==> src/rtl/adv_cfg.svh <==
// Offsets, field positions, reset values, codes and timing counts of the alarm delay verifier
`ifndef ADV_CFG_SVH
`define ADV_CFG_SVH

// ----------------------------------------------------------------
// Sizes
// ----------------------------------------------------------------
`define ADV_NPTS          16
`define ADV_AW            8
`define ADV_DW            32

// ----------------------------------------------------------------
// Register offsets (byte addresses)
// ----------------------------------------------------------------
`define ADV_OFF_CTRL      8'h00
`define ADV_OFF_PERIOD    8'h04
`define ADV_OFF_STATUS    8'h08
`define ADV_OFF_PSTAT     8'h0C
`define ADV_OFF_VCOUNT    8'h10
`define ADV_PCFG_SEL      2'h1

// ----------------------------------------------------------------
// Fields and reset values
// ----------------------------------------------------------------
`define ADV_CTRL_DAY      0
`define ADV_CTRL_DSEL     1
`define ADV_CTRL_SUPL     3
`define ADV_STAT_REFUSED  2
`define ADV_PERIOD_RST    8'h5A
`define ADV_PERIOD_MIN    8'h5A
`define ADV_PERIOD_MAX    8'hB4

// ----------------------------------------------------------------
// Codes: day-mode selection, per-input option, effective delay
// ----------------------------------------------------------------
`define ADV_DSEL_NONE     2'h0
`define ADV_DSEL_SEQ      2'h1
`define ADV_DSEL_PRE      2'h2
`define ADV_DSEL_BAD      2'h3
`define ADV_OPT_NONE      2'h0
`define ADV_OPT_VERIFY    2'h1
`define ADV_OPT_SEQPRE    2'h2
`define ADV_OPT_DAYNIGHT  2'h3
`define ADV_EFF_NONE      2'h0
`define ADV_EFF_VERIFY    2'h1
`define ADV_EFF_SEQ       2'h2
`define ADV_EFF_PRE       2'h3

// ----------------------------------------------------------------
// Point types
// ----------------------------------------------------------------
`define ADV_PT_FIREAUTO   4'h0
`define ADV_PT_MANUAL     4'h1
`define ADV_PT_WATERFLOW  4'h2
`define ADV_PT_WFDELAY    4'h3
`define ADV_PT_GAS        4'h4
`define ADV_PT_SUPERV     4'h5
`define ADV_PT_GENALARM   4'hE

// ----------------------------------------------------------------
// Timing
// ----------------------------------------------------------------
`define ADV_CLK_HZ        20000000
`define ADV_TICK_S        1
`define ADV_TICK_CYCLES   (`ADV_CLK_HZ * `ADV_TICK_S)
`define ADV_RETARD_S      20
`define ADV_DET_RESTART_S 3
`define ADV_CZM_RESTART_S 10
`define ADV_RRR_MAX_S     30
`define ADV_RETARD_T      (`ADV_RETARD_S / `ADV_TICK_S)
`define ADV_DET_T         (`ADV_DET_RESTART_S / `ADV_TICK_S)
`define ADV_CZM_T         (`ADV_CZM_RESTART_S / `ADV_TICK_S)
`define ADV_RRR_MAX_T     (`ADV_RRR_MAX_S / `ADV_TICK_S)

`endif

==> src/rtl/adv_pkg.sv <==
// Types of the alarm delay verifier
package adv_pkg;
  `include "adv_cfg.svh"

  typedef enum logic [2:0] {
    st_idle, st_retard, st_restart, st_confirm, st_alarm
  } adv_fsm_t;

  typedef struct packed {
    logic       czm;
    logic       heat;
    logic [3:0] ptype;
    logic [1:0] opt;
  } adv_pcfg_t;

  typedef struct packed {
    logic [7:0]  addr;
    logic [31:0] wdata;
    logic        wr;
    logic        rd;
  } adv_bus_t;

  typedef struct packed {
    logic                   day_mode;
    logic [1:0]             day_sel;
    logic                   sup_latch;
    logic [7:0]             period;
    adv_pcfg_t [15:0]       pcfg;
    adv_fsm_t               fsm;
    logic [7:0]             elapsed;
    logic [7:0]             phase_end;
    logic [3:0]             vidx;
    logic [24:0]            tick_cnt;
    logic                   tick;
    logic [15:0]            act_prev;
    logic [15:0]            latch;
    logic                   alarm;
    logic                   zone;
    logic                   pwr_off;
    logic                   rst_cmd;
    logic [3:0]             rst_addr;
    logic                   refused;
    logic [15:0]            vcount;
    logic [15:0]            seq_req;
    logic [15:0]            pre_req;
    logic [15:0]            pstat;
    logic [31:0]            rdata;
  } adv_state_t;
endpackage

==> src/rtl/adv_verifier.sv <==
// Alarm delay selection and system-wide alarm verification sequencer
// Functional notes
// RQ1 - Supervisory latching is one panel-wide bit, not per point.
// RQ2 - Generic, trouble, power, reset, silence, drill, acknowledge points never latch.
// RQ3 - A fire-automatic input holds exactly one delay option code.
// RQ4 - Verification and day/night option refused for heat detector inputs.
// RQ5 - Delay option stored separately for each fire-automatic input.
// RQ6 - Effective delay derived from input option and day-mode selection.
// RQ7 - Verifying input activation withholds alarm, resets input, waits verification period.
// RQ8 - Retard-reset interval of fixed 20 seconds first.
// RQ9 - Then power reapplied; restart 3 s detector or 10 s zone module.
// RQ10 - Retard plus restart fixed, at most 30 s, no alarm from that input.
// RQ11 - Still active at restart end alarms, else confirm then standby.
// RQ12 - Re-alarm during confirmation declares alarm at once.
// RQ13 - Verification period programmable 90 to 180 s, default 90.
// RQ14 - At period end either alarm or restart of cycle; here standby.
// RQ15 - Verification only for fire-automatic smoke inputs.
// RQ16 - Verification enable kept per point.
// RQ17 - Any system alarm during confirmation alarms immediately.
// RQ18 - One verification timer for the whole system.
// RQ19 - Reset command issued to the verifying input point.
// RQ20 - Verification zone asserted throughout the verification period.
// RQ21 - Alarms from networked panels count during confirmation.
// RQ22 - Day-mode selects sequence or pre-signal, never both.
// RQ23 - Sequence and pre-signal delays apply only in day mode.
// RQ24 - Confirmation lasts period minus retard and restart, on 1 s tick.
`timescale 1ns/1ps
`include "adv_cfg.svh"

module adv_verifier
  import adv_pkg::*;
#(
  parameter int unsigned TICK_CYCLES = `ADV_TICK_CYCLES
) (
  input  wire logic        clock,
  input  wire logic        rstn,
  input  wire adv_bus_t    bus_req,
  output logic [31:0]      rdata,
  input  wire logic [15:0] point_active,
  input  wire logic        net_alarm,
  input  wire logic        panel_reset,
  output logic             fire_alarm,
  output logic             verify_zone,
  output logic             det_power_off,
  output logic             sline_reset_cmd,
  output logic [3:0]       sline_reset_addr,
  output logic [15:0]      seq_delay_req,
  output logic [15:0]      presig_delay_req,
  output logic [15:0]      point_status
);

  // ----------------------------------------------------------------
  // Functions
  // ----------------------------------------------------------------
  function automatic logic [1:0] eff_delay(input logic [1:0] opt, input logic day,
                                           input logic [1:0] dsel);
    logic [1:0] d;
    d = day ? dsel : `ADV_DSEL_NONE; // RQ23
    case (opt) // RQ6
      `ADV_OPT_VERIFY:   eff_delay = `ADV_EFF_VERIFY;
      `ADV_OPT_SEQPRE:   eff_delay = (d == `ADV_DSEL_SEQ) ? `ADV_EFF_SEQ :
                                     (d == `ADV_DSEL_PRE) ? `ADV_EFF_PRE : `ADV_EFF_NONE;
      `ADV_OPT_DAYNIGHT: eff_delay = (d == `ADV_DSEL_SEQ) ? `ADV_EFF_SEQ :
                                     (d == `ADV_DSEL_PRE) ? `ADV_EFF_PRE : `ADV_EFF_VERIFY;
      default:           eff_delay = `ADV_EFF_NONE;
    endcase
  endfunction

  function automatic logic is_alarm_type(input logic [3:0] pt);
    is_alarm_type = (pt == `ADV_PT_FIREAUTO) || (pt == `ADV_PT_MANUAL) ||
                    (pt == `ADV_PT_WATERFLOW) || (pt == `ADV_PT_GAS) ||
                    (pt == `ADV_PT_GENALARM);
  endfunction

  function automatic logic is_latching(input logic [3:0] pt, input logic sup_l);
    // Alarm classes and waterflow-delay latch, supervisory latches per the panel bit; every other class follows its input
    if (pt == `ADV_PT_SUPERV) begin
      is_latching = sup_l; // RQ1
    end else begin
      is_latching = is_alarm_type(pt) || (pt == `ADV_PT_WFDELAY); // RQ2
    end
  endfunction

  function automatic logic cfg_ok(input adv_pcfg_t c);
    logic verify_kind;
    verify_kind = (c.opt == `ADV_OPT_VERIFY) || (c.opt == `ADV_OPT_DAYNIGHT);
    cfg_ok = 1'b1;
    if (c.opt != `ADV_OPT_NONE && c.ptype != `ADV_PT_FIREAUTO) begin
      cfg_ok = 1'b0; // RQ15
    end
    if (verify_kind && c.heat) begin
      cfg_ok = 1'b0; // RQ4
    end
  endfunction

  // ----------------------------------------------------------------
  // Point decode
  // ----------------------------------------------------------------
  adv_state_t s;
  adv_state_t n;
  logic [15:0] imm_alarm;
  logic [15:0] verify_rise;
  logic [15:0] alarm_act;
  logic [15:0] seq_v;
  logic [15:0] pre_v;
  logic [15:0] cfg_ok_v;

  always_comb begin
    for (int i = 0; i < `ADV_NPTS; i++) begin
      logic [1:0] e;
      logic       fa;
      e  = eff_delay(s.pcfg[i].opt, s.day_mode, s.day_sel);
      fa = (s.pcfg[i].ptype == `ADV_PT_FIREAUTO);
      alarm_act[i]   = point_active[i] && is_alarm_type(s.pcfg[i].ptype);
      imm_alarm[i]   = alarm_act[i] && (!fa || e == `ADV_EFF_NONE);
      verify_rise[i] = point_active[i] && !s.act_prev[i] && fa && e == `ADV_EFF_VERIFY; // RQ16
      seq_v[i]       = point_active[i] && fa && e == `ADV_EFF_SEQ;
      pre_v[i]       = point_active[i] && fa && e == `ADV_EFF_PRE;
      cfg_ok_v[i]    = cfg_ok(s.pcfg[i]);
    end
  end

  // ----------------------------------------------------------------
  // Next state
  // ----------------------------------------------------------------
  always_comb begin
    logic       wr_refuse;
    logic       clr_refuse;
    logic       found;
    logic [3:0] hit;
    logic [7:0] el_inc;
    adv_pcfg_t  wc;
    n          = s;
    wr_refuse  = 1'b0;
    clr_refuse = 1'b0;
    found      = 1'b0;
    hit        = 4'h0;
    el_inc     = 8'(s.elapsed + 8'h01);
    wc         = adv_pcfg_t'(bus_req.wdata[7:0]);
    n.tick     = 1'b0;
    n.rst_cmd  = 1'b0;
    n.rdata    = 32'h0000_0000;

    // One-second enable shared by the single verification timer
    if (s.tick_cnt == 25'(TICK_CYCLES - 1)) begin
      n.tick_cnt = 25'h000_0000;
      n.tick     = 1'b1;
    end else begin
      n.tick_cnt = 25'(s.tick_cnt + 25'h000_0001);
    end

    // Register writes
    if (bus_req.wr) begin
      if (bus_req.addr[7:6] == `ADV_PCFG_SEL && bus_req.addr[1:0] == 2'h0) begin
        // Illegal option is stored as no delay so no stale feature remains
        if (cfg_ok(wc)) begin
          n.pcfg[bus_req.addr[5:2]] = wc; // RQ5 RQ3
        end else begin
          n.pcfg[bus_req.addr[5:2]]     = wc;
          n.pcfg[bus_req.addr[5:2]].opt = `ADV_OPT_NONE; // RQ4 RQ15
          wr_refuse                     = 1'b1;
        end
      end else begin
        case (bus_req.addr)
          `ADV_OFF_CTRL: begin
            n.day_mode  = bus_req.wdata[`ADV_CTRL_DAY];
            n.sup_latch = bus_req.wdata[`ADV_CTRL_SUPL]; // RQ1
            if (bus_req.wdata[`ADV_CTRL_DSEL +: 2] == `ADV_DSEL_BAD) begin
              wr_refuse = 1'b1; // RQ22
            end else begin
              n.day_sel = bus_req.wdata[`ADV_CTRL_DSEL +: 2];
            end
          end
          `ADV_OFF_PERIOD: begin
            if (bus_req.wdata[7:0] >= `ADV_PERIOD_MIN && bus_req.wdata[7:0] <= `ADV_PERIOD_MAX
                && bus_req.wdata[31:8] == 24'h00_0000) begin
              n.period = bus_req.wdata[7:0]; // RQ13
            end else begin
              wr_refuse = 1'b1;
            end
          end
          `ADV_OFF_STATUS: clr_refuse = bus_req.wdata[`ADV_STAT_REFUSED];
          `ADV_OFF_VCOUNT: n.vcount = 16'h0000;
          default: ;
        endcase
      end
    end
    // A refusal in the clearing cycle stays visible
    n.refused = (s.refused && !clr_refuse) || wr_refuse;

    // Register reads, answered in the following cycle
    if (bus_req.rd) begin
      if (bus_req.addr[7:6] == `ADV_PCFG_SEL && bus_req.addr[1:0] == 2'h0) begin
        n.rdata = {24'h00_0000, s.pcfg[bus_req.addr[5:2]]};
      end else begin
        case (bus_req.addr)
          `ADV_OFF_CTRL:   n.rdata = {28'h000_0000, s.sup_latch, s.day_sel, s.day_mode};
          `ADV_OFF_PERIOD: n.rdata = {24'h00_0000, s.period};
          `ADV_OFF_STATUS: n.rdata = {12'h000, s.vidx, s.elapsed, 1'b0, 3'(s.fsm),
                                      1'b0, s.refused, s.zone, s.alarm};
          `ADV_OFF_PSTAT:  n.rdata = {16'h0000, s.pstat};
          `ADV_OFF_VCOUNT: n.rdata = {16'h0000, s.vcount};
          default:         n.rdata = 32'h0000_0000;
        endcase
      end
    end

    // Point state and latching
    n.act_prev = point_active;
    for (int i = 0; i < `ADV_NPTS; i++) begin
      if (point_active[i] && is_latching(s.pcfg[i].ptype, s.sup_latch)) begin
        n.latch[i] = 1'b1; // RQ1 RQ2
      end else if (panel_reset) begin
        n.latch[i] = 1'b0;
      end
    end
    n.pstat   = point_active | n.latch;
    n.seq_req = seq_v; // RQ23
    n.pre_req = pre_v;

    // Lowest-numbered verifying input wins when several rise together
    for (int i = `ADV_NPTS - 1; i >= 0; i--) begin
      if (verify_rise[i]) begin
        found = 1'b1;
        hit   = 4'(i);
      end
    end

    // Shared verification timer
    if (s.tick && s.fsm inside {st_retard, st_restart, st_confirm}) begin
      n.elapsed = el_inc; // RQ18 RQ24
    end

    case (s.fsm)
      st_idle: begin
        if (found) begin
          n.fsm      = st_retard; // RQ7
          n.elapsed  = 8'h00;
          n.vidx     = hit;
          n.rst_cmd  = 1'b1; // RQ19
          n.rst_addr = hit;
          n.vcount   = 16'(s.vcount + 16'h0001);
        end
      end
      st_retard: begin
        // Detector held unpowered; its alarm is deliberately ignored
        if (s.tick && el_inc >= 8'(`ADV_RETARD_T)) begin
          n.fsm       = st_restart; // RQ8
          n.phase_end = s.pcfg[s.vidx].czm ? 8'(`ADV_RETARD_T + `ADV_CZM_T)
                                           : 8'(`ADV_RETARD_T + `ADV_DET_T); // RQ9 RQ10
        end
      end
      st_restart: begin
        if (s.tick && el_inc >= s.phase_end) begin
          n.fsm = point_active[s.vidx] ? st_alarm : st_confirm; // RQ11
        end
      end
      st_confirm: begin
        if ((|alarm_act) || net_alarm) begin
          n.fsm = st_alarm; // RQ12 RQ17 RQ21
        end else if (s.tick && el_inc >= s.period) begin
          n.fsm = st_idle; // RQ14 RQ24
        end
      end
      st_alarm: begin
        if (panel_reset) begin
          n.fsm = st_idle;
        end
      end
      default: n.fsm = st_idle;
    endcase
    if (panel_reset && n.fsm != st_alarm) begin
      n.fsm = st_idle;
    end

    n.zone    = n.fsm inside {st_retard, st_restart, st_confirm}; // RQ20
    n.pwr_off = (n.fsm == st_retard); // RQ9
    // A live alarm input wins over the panel reset
    if ((|imm_alarm) || n.fsm == st_alarm) begin
      n.alarm = 1'b1;
    end else if (panel_reset) begin
      n.alarm = 1'b0;
    end
  end

  // ----------------------------------------------------------------
  // State register
  // ----------------------------------------------------------------
  always_ff @(posedge clock or negedge rstn) begin
    if (!rstn) begin
      s        <= '0;
      s.period <= `ADV_PERIOD_RST; // RQ13
      s.fsm    <= st_idle;
    end else begin
      s <= n;
    end
  end

  assign rdata            = s.rdata;
  assign fire_alarm       = s.alarm;
  assign verify_zone      = s.zone;
  assign det_power_off    = s.pwr_off;
  assign sline_reset_cmd  = s.rst_cmd;
  assign sline_reset_addr = s.rst_addr;
  assign seq_delay_req    = s.seq_req;
  assign presig_delay_req = s.pre_req;
  assign point_status     = s.pstat;

  // ----------------------------------------------------------------
  // Assertions
  // ----------------------------------------------------------------
  localparam int RETARD_MAX = `ADV_RETARD_T;
  localparam int RRR_MAX    = `ADV_RRR_MAX_T;
endmodule // adv_verifier

==> config.mk <==
export PLATFORM = sky130hd
export DESIGN_NAME = adv_verifier
export DESIGN_NICKNAME = d
export VERILOG_FILES = /design/src/rtl/adv_pkg.sv /design/src/rtl/adv_verifier.sv
export VERILOG_INCLUDE_DIRS = /design/src /design/src/rtl
export SDC_FILE = /design/constraint.sdc
export NUM_CORES = 1
export LEC_CHECK = 0
export ABC_AREA = 1
export ABC_CLOCK_PERIOD_IN_PS = 7300
export BUFFER_PORTS_ARGS = -buffer_cell sky130_fd_sc_hd__clkbuf_2
export CORE_MARGIN = 2
export CORE_UTILIZATION = 38
export DETAILED_ROUTE_END_ITERATION = 6
export PLACE_DENSITY = 0.58
export SLEW_MARGIN = 20
export SYNTH_ARGS = -nofsm -noshare
export SYNTH_HDL_FRONTEND = slang
export SYNTH_SLANG_ARGS = --single-unit
==> constraint.sdc <==
create_clock -name clock -period 7.3 [get_ports clock]
set_clock_uncertainty 0.05 [all_clocks]
set_input_delay 0.73 -clock clock [delete_from_list [all_inputs] [get_ports clock]]
set_output_delay 0.73 -clock clock [all_outputs]
set_load 0.05 [all_outputs]
Word-level counts from Yosys, hierarchy flattened
Cells that the tools add are included.
Widths: inputs -> output; s select.
{"block": "totals", "n_memories": 0, "mem_bits_rw": 0, "latch_bits": 0, "reg_bits": 322, "output_inout_bits": 88, "wordCells": 803, "romBits": 0, "input_bits": 62}
{"block": "classes", "n_addsub": 3, "n_bitwise": 3, "div": 0, "n_mul": 0, "shift": 0, "mux": 153, "n_eq_ne": 212, "reduce_logical": 338, "n_lt_le_gt_ge": 8}
{"cell": "$bwmux 128", "count": 2}
{"cell": "$logic_and 1x1->1", "count": 156}
{"cell": "$eq 2x2->1 const B", "count": 67}
{"cell": "$eq 4x2->1 const B", "count": 32}
{"cell": "$eq 4x3->1 const B", "count": 32}
{"cell": "$mux 128", "count": 1}
{"cell": "$logic_or 1x1->1", "count": 100}
{"cell": "$pmux 20 s5", "count": 1}
{"cell": "$pmux 2 s3", "count": 16}
{"cell": "$mux 1", "count": 80}
{"cell": "$mux 16", "count": 5}
{"cell": "$eq 2x1->1 const B", "count": 35}
{"cell": "$mux 4", "count": 17}
{"cell": "$bmux 8 s4", "count": 2}
{"cell": "$demux 8 s4", "count": 2}
{"cell": "$eq 4x1->1 const B", "count": 16}
{"cell": "$eq 4x4->1 const B", "count": 16}
{"cell": "$logic_not 4->1", "count": 16}
{"cell": "$mux 20", "count": 2}
{"cell": "$mux 8", "count": 5}
{"cell": "$logic_not 2->1", "count": 17}
{"cell": "$logic_not 1->1", "count": 33}
{"cell": "$reduce_or 16->1", "count": 2}
{"cell": "$add 25x1->25 const B", "count": 1}
{"cell": "35 further kinds", "count": 61}

Longest topological paths before layout
{"block": "logic_depth", "ltp_word": 31, "ltp_mapped": 25, "mapped_depth_nobuf": 24}

Worst setup path after synthesis
No wires, ideal clock.
{"block": "synth_path", "path_kind": "reg2reg", "from": "register s[175] (netlist name)", "to": "register s (netlist bit verify_zone)", "t_arrival_ns": 2.162, "path_slack_ns": 4.970, "path_stages_with_launch": 15, "n_path_buf": 0, "setup_time_ns": 0.118, "period_less_slack_ns": 2.330, "t_required_ns": 7.132, "cell_sequence": "dfrtp_1 > ha_1 > nand3_1 > nor2_1 > nand2_1 > xor2_1 > inv_1 > ha_1 > nand2_1 > o41ai_1 > nand2_1 > nand3_1 > nand3_1 > nand2_1 > nand2_1"}
{"item": "from (decl)", "line_no": "adv_verifier.sv:99", "rtl": "adv_state_t s;"}
{"item": "from (signal assigned)", "line_no": "adv_verifier.sv:295", "rtl": "s <= n;"}

==> flow_metrics.env <==
export IMPL_finalWorstSetupSlack_ns=3.47
export IMPL_routed_wl_um=58600
export IMPL_violations="design-rule violations"
export IMPL_synth_area_per_cell_um2=7.98
export IMPL_power_per_cell_area_nw_per_um2=240
export IMPL_startpoint_type="flop"
export IMPL_post_synth_top_count_cell="sky130_fd_sc_hd__nand2_1"
export IMPL_hold_class="in2async"
export IMPL_grt_antenna_before_repair=1
export IMPL_period_minus_slack_ns=3.83
export IMPL_power_mw=4.48
export IMPL_tritoncts="done"
export IMPL_timing_fmax_mhz=261
export IMPL_crit_path_end_kind="flop"
export IMPL_worst_ep_required_time_ns=7.70
export IMPL_number_of_placement_rows=76
export IMPL_place_area_um2=17300
export IMPL_wire_per_inst_um=21.2
export IMPL_htreeDepth=2
export IMPL_worst_ep_arrival_ns=4.23
export IMPL_drive_gt1_frac=0.138
export IMPL_post_route_cell_area_um2=18700
export IMPL_gpl_final_weighted_congestion=1.03
export IMPL_synth_enable_flop_cells=0
export IMPL_synth_top_cell_area_share=0.449
export IMPL_grt_first_pass_wirelength_um=87500
export IMPL_via_per_inst=5.48
export IMPL_ys_top_cells_by_area="sky130_fd_sc_hd__dfrtp_1 45%, sky130_fd_sc_hd__nand2_1 8.4%, sky130_fd_sc_hd__o21ai_0 7.3%"
export IMPL_drc_errors=2
export IMPL_post_synth_most_frequent_cells="373 x sky130_fd_sc_hd__nand2_1, 301 x sky130_fd_sc_hd__dfrtp_1, 279 x sky130_fd_sc_hd__inv_1"
export IMPL_routed_via_count=15100
export IMPL_yosysTopAreaCell="sky130_fd_sc_hd__dfrtp_1"
export IMPL_globalRoute_totalOverflow=0
export IMPL_cts_inserted_buffers=38
export IMPL_synth_seq_area_share=0.456
export IMPL_synth_async_sr_flop_share=1.00
export IMPL_post_place_cells=2691
export IMPL_syn_cell_area_um2=16800
export IMPL_slew_headroom=0.205
export IMPL_ctsLongestPathBuffers=3
export IMPL_clk_root_buffer_cell="sky130_fd_sc_hd__clkbuf_16"
export IMPL_cts_hold_buffers_added=0
export IMPL_setup_viol=0
export IMPL_detail_route_iter0_violations=1753
export IMPL_grt_use_total=0.252
export IMPL_ys_types=71
export IMPL_synth_yosys_warnings=0
export IMPL_clkLatencyLatePin_ns=0.56
export IMPL_syn_inst=2101
export IMPL_final_max_slew_viol_count=0
export IMPL_dominantRegCellSynth="sky130_fd_sc_hd__dfrtp_1"
export IMPL_ys_seq_elements=305
export IMPL_tritoncts_num_sinks=305
export IMPL_core_region_area_um2=43300
export IMPL_worst_path_max_fanout=22
export IMPL_num_antenna_cells=0
export IMPL_reg2reg_from="s[325]"
export IMPL_cts_clk_slew_worst_paths_ns=0.06
export IMPL_number_of_global_route_vias_before_repair=14200
export IMPL_setup_crit_path_kind="reg2reg"
export IMPL_maximum_number_of_pins_on_one_net_before_global_route_repair=130
export IMPL_total_leakage_power_nw=8.76
export IMPL_max_cap_viol_count=0
export IMPL_worstMarginPinSlew_ns=1.19
export IMPL_finalHoldViolCount=0
export IMPL_fin_hold_ws_ns=0.144
export IMPL_post_cts_resized_instances=0
export IMPL_synthToLayoutAreaGrowth_pct=11.3
export IMPL_startpoint="s[325]"
export IMPL_initial_utilization=0.387
export IMPL_fin_tns_setup_ns=0
export IMPL_i_o_buffers=137
export IMPL_die_width_um=214
export IMPL_design_die_area_um2=45800
export IMPL_rsz0062_at_grt="false"
export IMPL_worst_ir_drop_vdd_uv=130
export IMPL_post_cts_setup_buffer_count=0
export IMPL_die_outline_height_um=214
export IMPL_post_place_ws_ns=3.61
export IMPL_num_nets_final=2227
export IMPL_fin_crit_sh=0.525
export IMPL_fin_util=0.431
export IMPL_drtAntennaViolNets=0
export IMPL_run_status="complete, but fails checks"
export IMPL_stdcell_count=2760
export IMPL_io_pins=150
export IMPL_drt_pass1_iter_count=7
export IMPL_detailed_place_hpwl_um=43300
==> worst max-delay path: stages, from the launching register on <==
cell	delay, ns
sky130_fd_sc_hd__dfrtp_1	0.40
sky130_fd_sc_hd__nand2_1	0.09
sky130_fd_sc_hd__inv_1	0.06
sky130_fd_sc_hd__ha_1	0.83
sky130_fd_sc_hd__inv_2	0.25
sky130_fd_sc_hd__o21ai_1	0.23
sky130_fd_sc_hd__nand2_2	0.10
sky130_fd_sc_hd__nor4_2	0.41
sky130_fd_sc_hd__nor2_2	0.13
sky130_fd_sc_hd__nand2_1	0.11
sky130_fd_sc_hd__nor2_2	0.06
sky130_fd_sc_hd__nand2_4	0.24
sky130_fd_sc_hd__nand2_4	0.15
sky130_fd_sc_hd__inv_2	0.31
sky130_fd_sc_hd__nor2_2	0.07
sky130_fd_sc_hd__nor3_1	0.19
==> metal layers <==
layer  global-route usage  share of wire
met5                    0        0.00019
met4                0.109          0.044
met3               0.0513          0.093
met2                0.385           0.44
met1                0.347           0.42
==> final timing paths <==
kind / to / slack [ns] / cells past startpoint
setup / recovery: det_power_off / 3.47 / 15
hold / removal: seq_delay_req[15] / 0.14 / 1
setup reg to reg: det_power_off / 3.47 / 15
hold reg to reg: s[138] / 0.41 / 1
max in group asynchronous: s[150] / 5.60 / 2
min in group clock: s[128] / 0.24 / 1
==> cell families (layout without fill, tap and decap cells) <==
family / Yosys count / in the layout / synth area share
AOI/OAI and AO/OA: 484 / 484 / 0.172
xor gates and xnor gates: 28 / 28 / 0.0146
adders and majority gates: 19 / 19 / 0.0142
buffers and inverters: 458 / 521 / 0.126
DFF: 305 / 305 / 0.456
muxes: 4 / 4 / 0.00239
other: 1 / 12 / 0.000224
and+or+nand+nor: 802 / 802 / 0.215
==> layout make-up <==
type                            count  area [um2]
Clock buffer                       57        1180
Inverter                          306        1150
Timing Repair Buffer              146         776
Multi-Input combinational cell   1349        7050
Clock inverter                     12         138
Tap cell                          585         732
Sequential cell                   305        7640
Fill cell                        4323       24600
==> report_power, final <==
part           switching [mW]  internal [mW]
clock network           0.746           1.22
logic                   0.463          0.159
registers               0.118           1.78
==> layout by cell type, fill, tap and decap left out, types with 30 or more instances in the layout <==
cell type                     n
sky130_fd_sc_hd__inv_1      279
sky130_fd_sc_hd__nor2_1     171
sky130_fd_sc_hd__clkbuf_2   136
sky130_fd_sc_hd__a21oi_1     50
sky130_fd_sc_hd__nor3_1      45
sky130_fd_sc_hd__o22ai_1     59
sky130_fd_sc_hd__nand3_1    107
sky130_fd_sc_hd__nand4_1     30
sky130_fd_sc_hd__nand2_1    373
sky130_fd_sc_hd__dfrtp_1    301
sky130_fd_sc_hd__clkbuf_16   41
sky130_fd_sc_hd__o21ai_0    246
No activity file was read; power rests on OpenSTA's default activity.
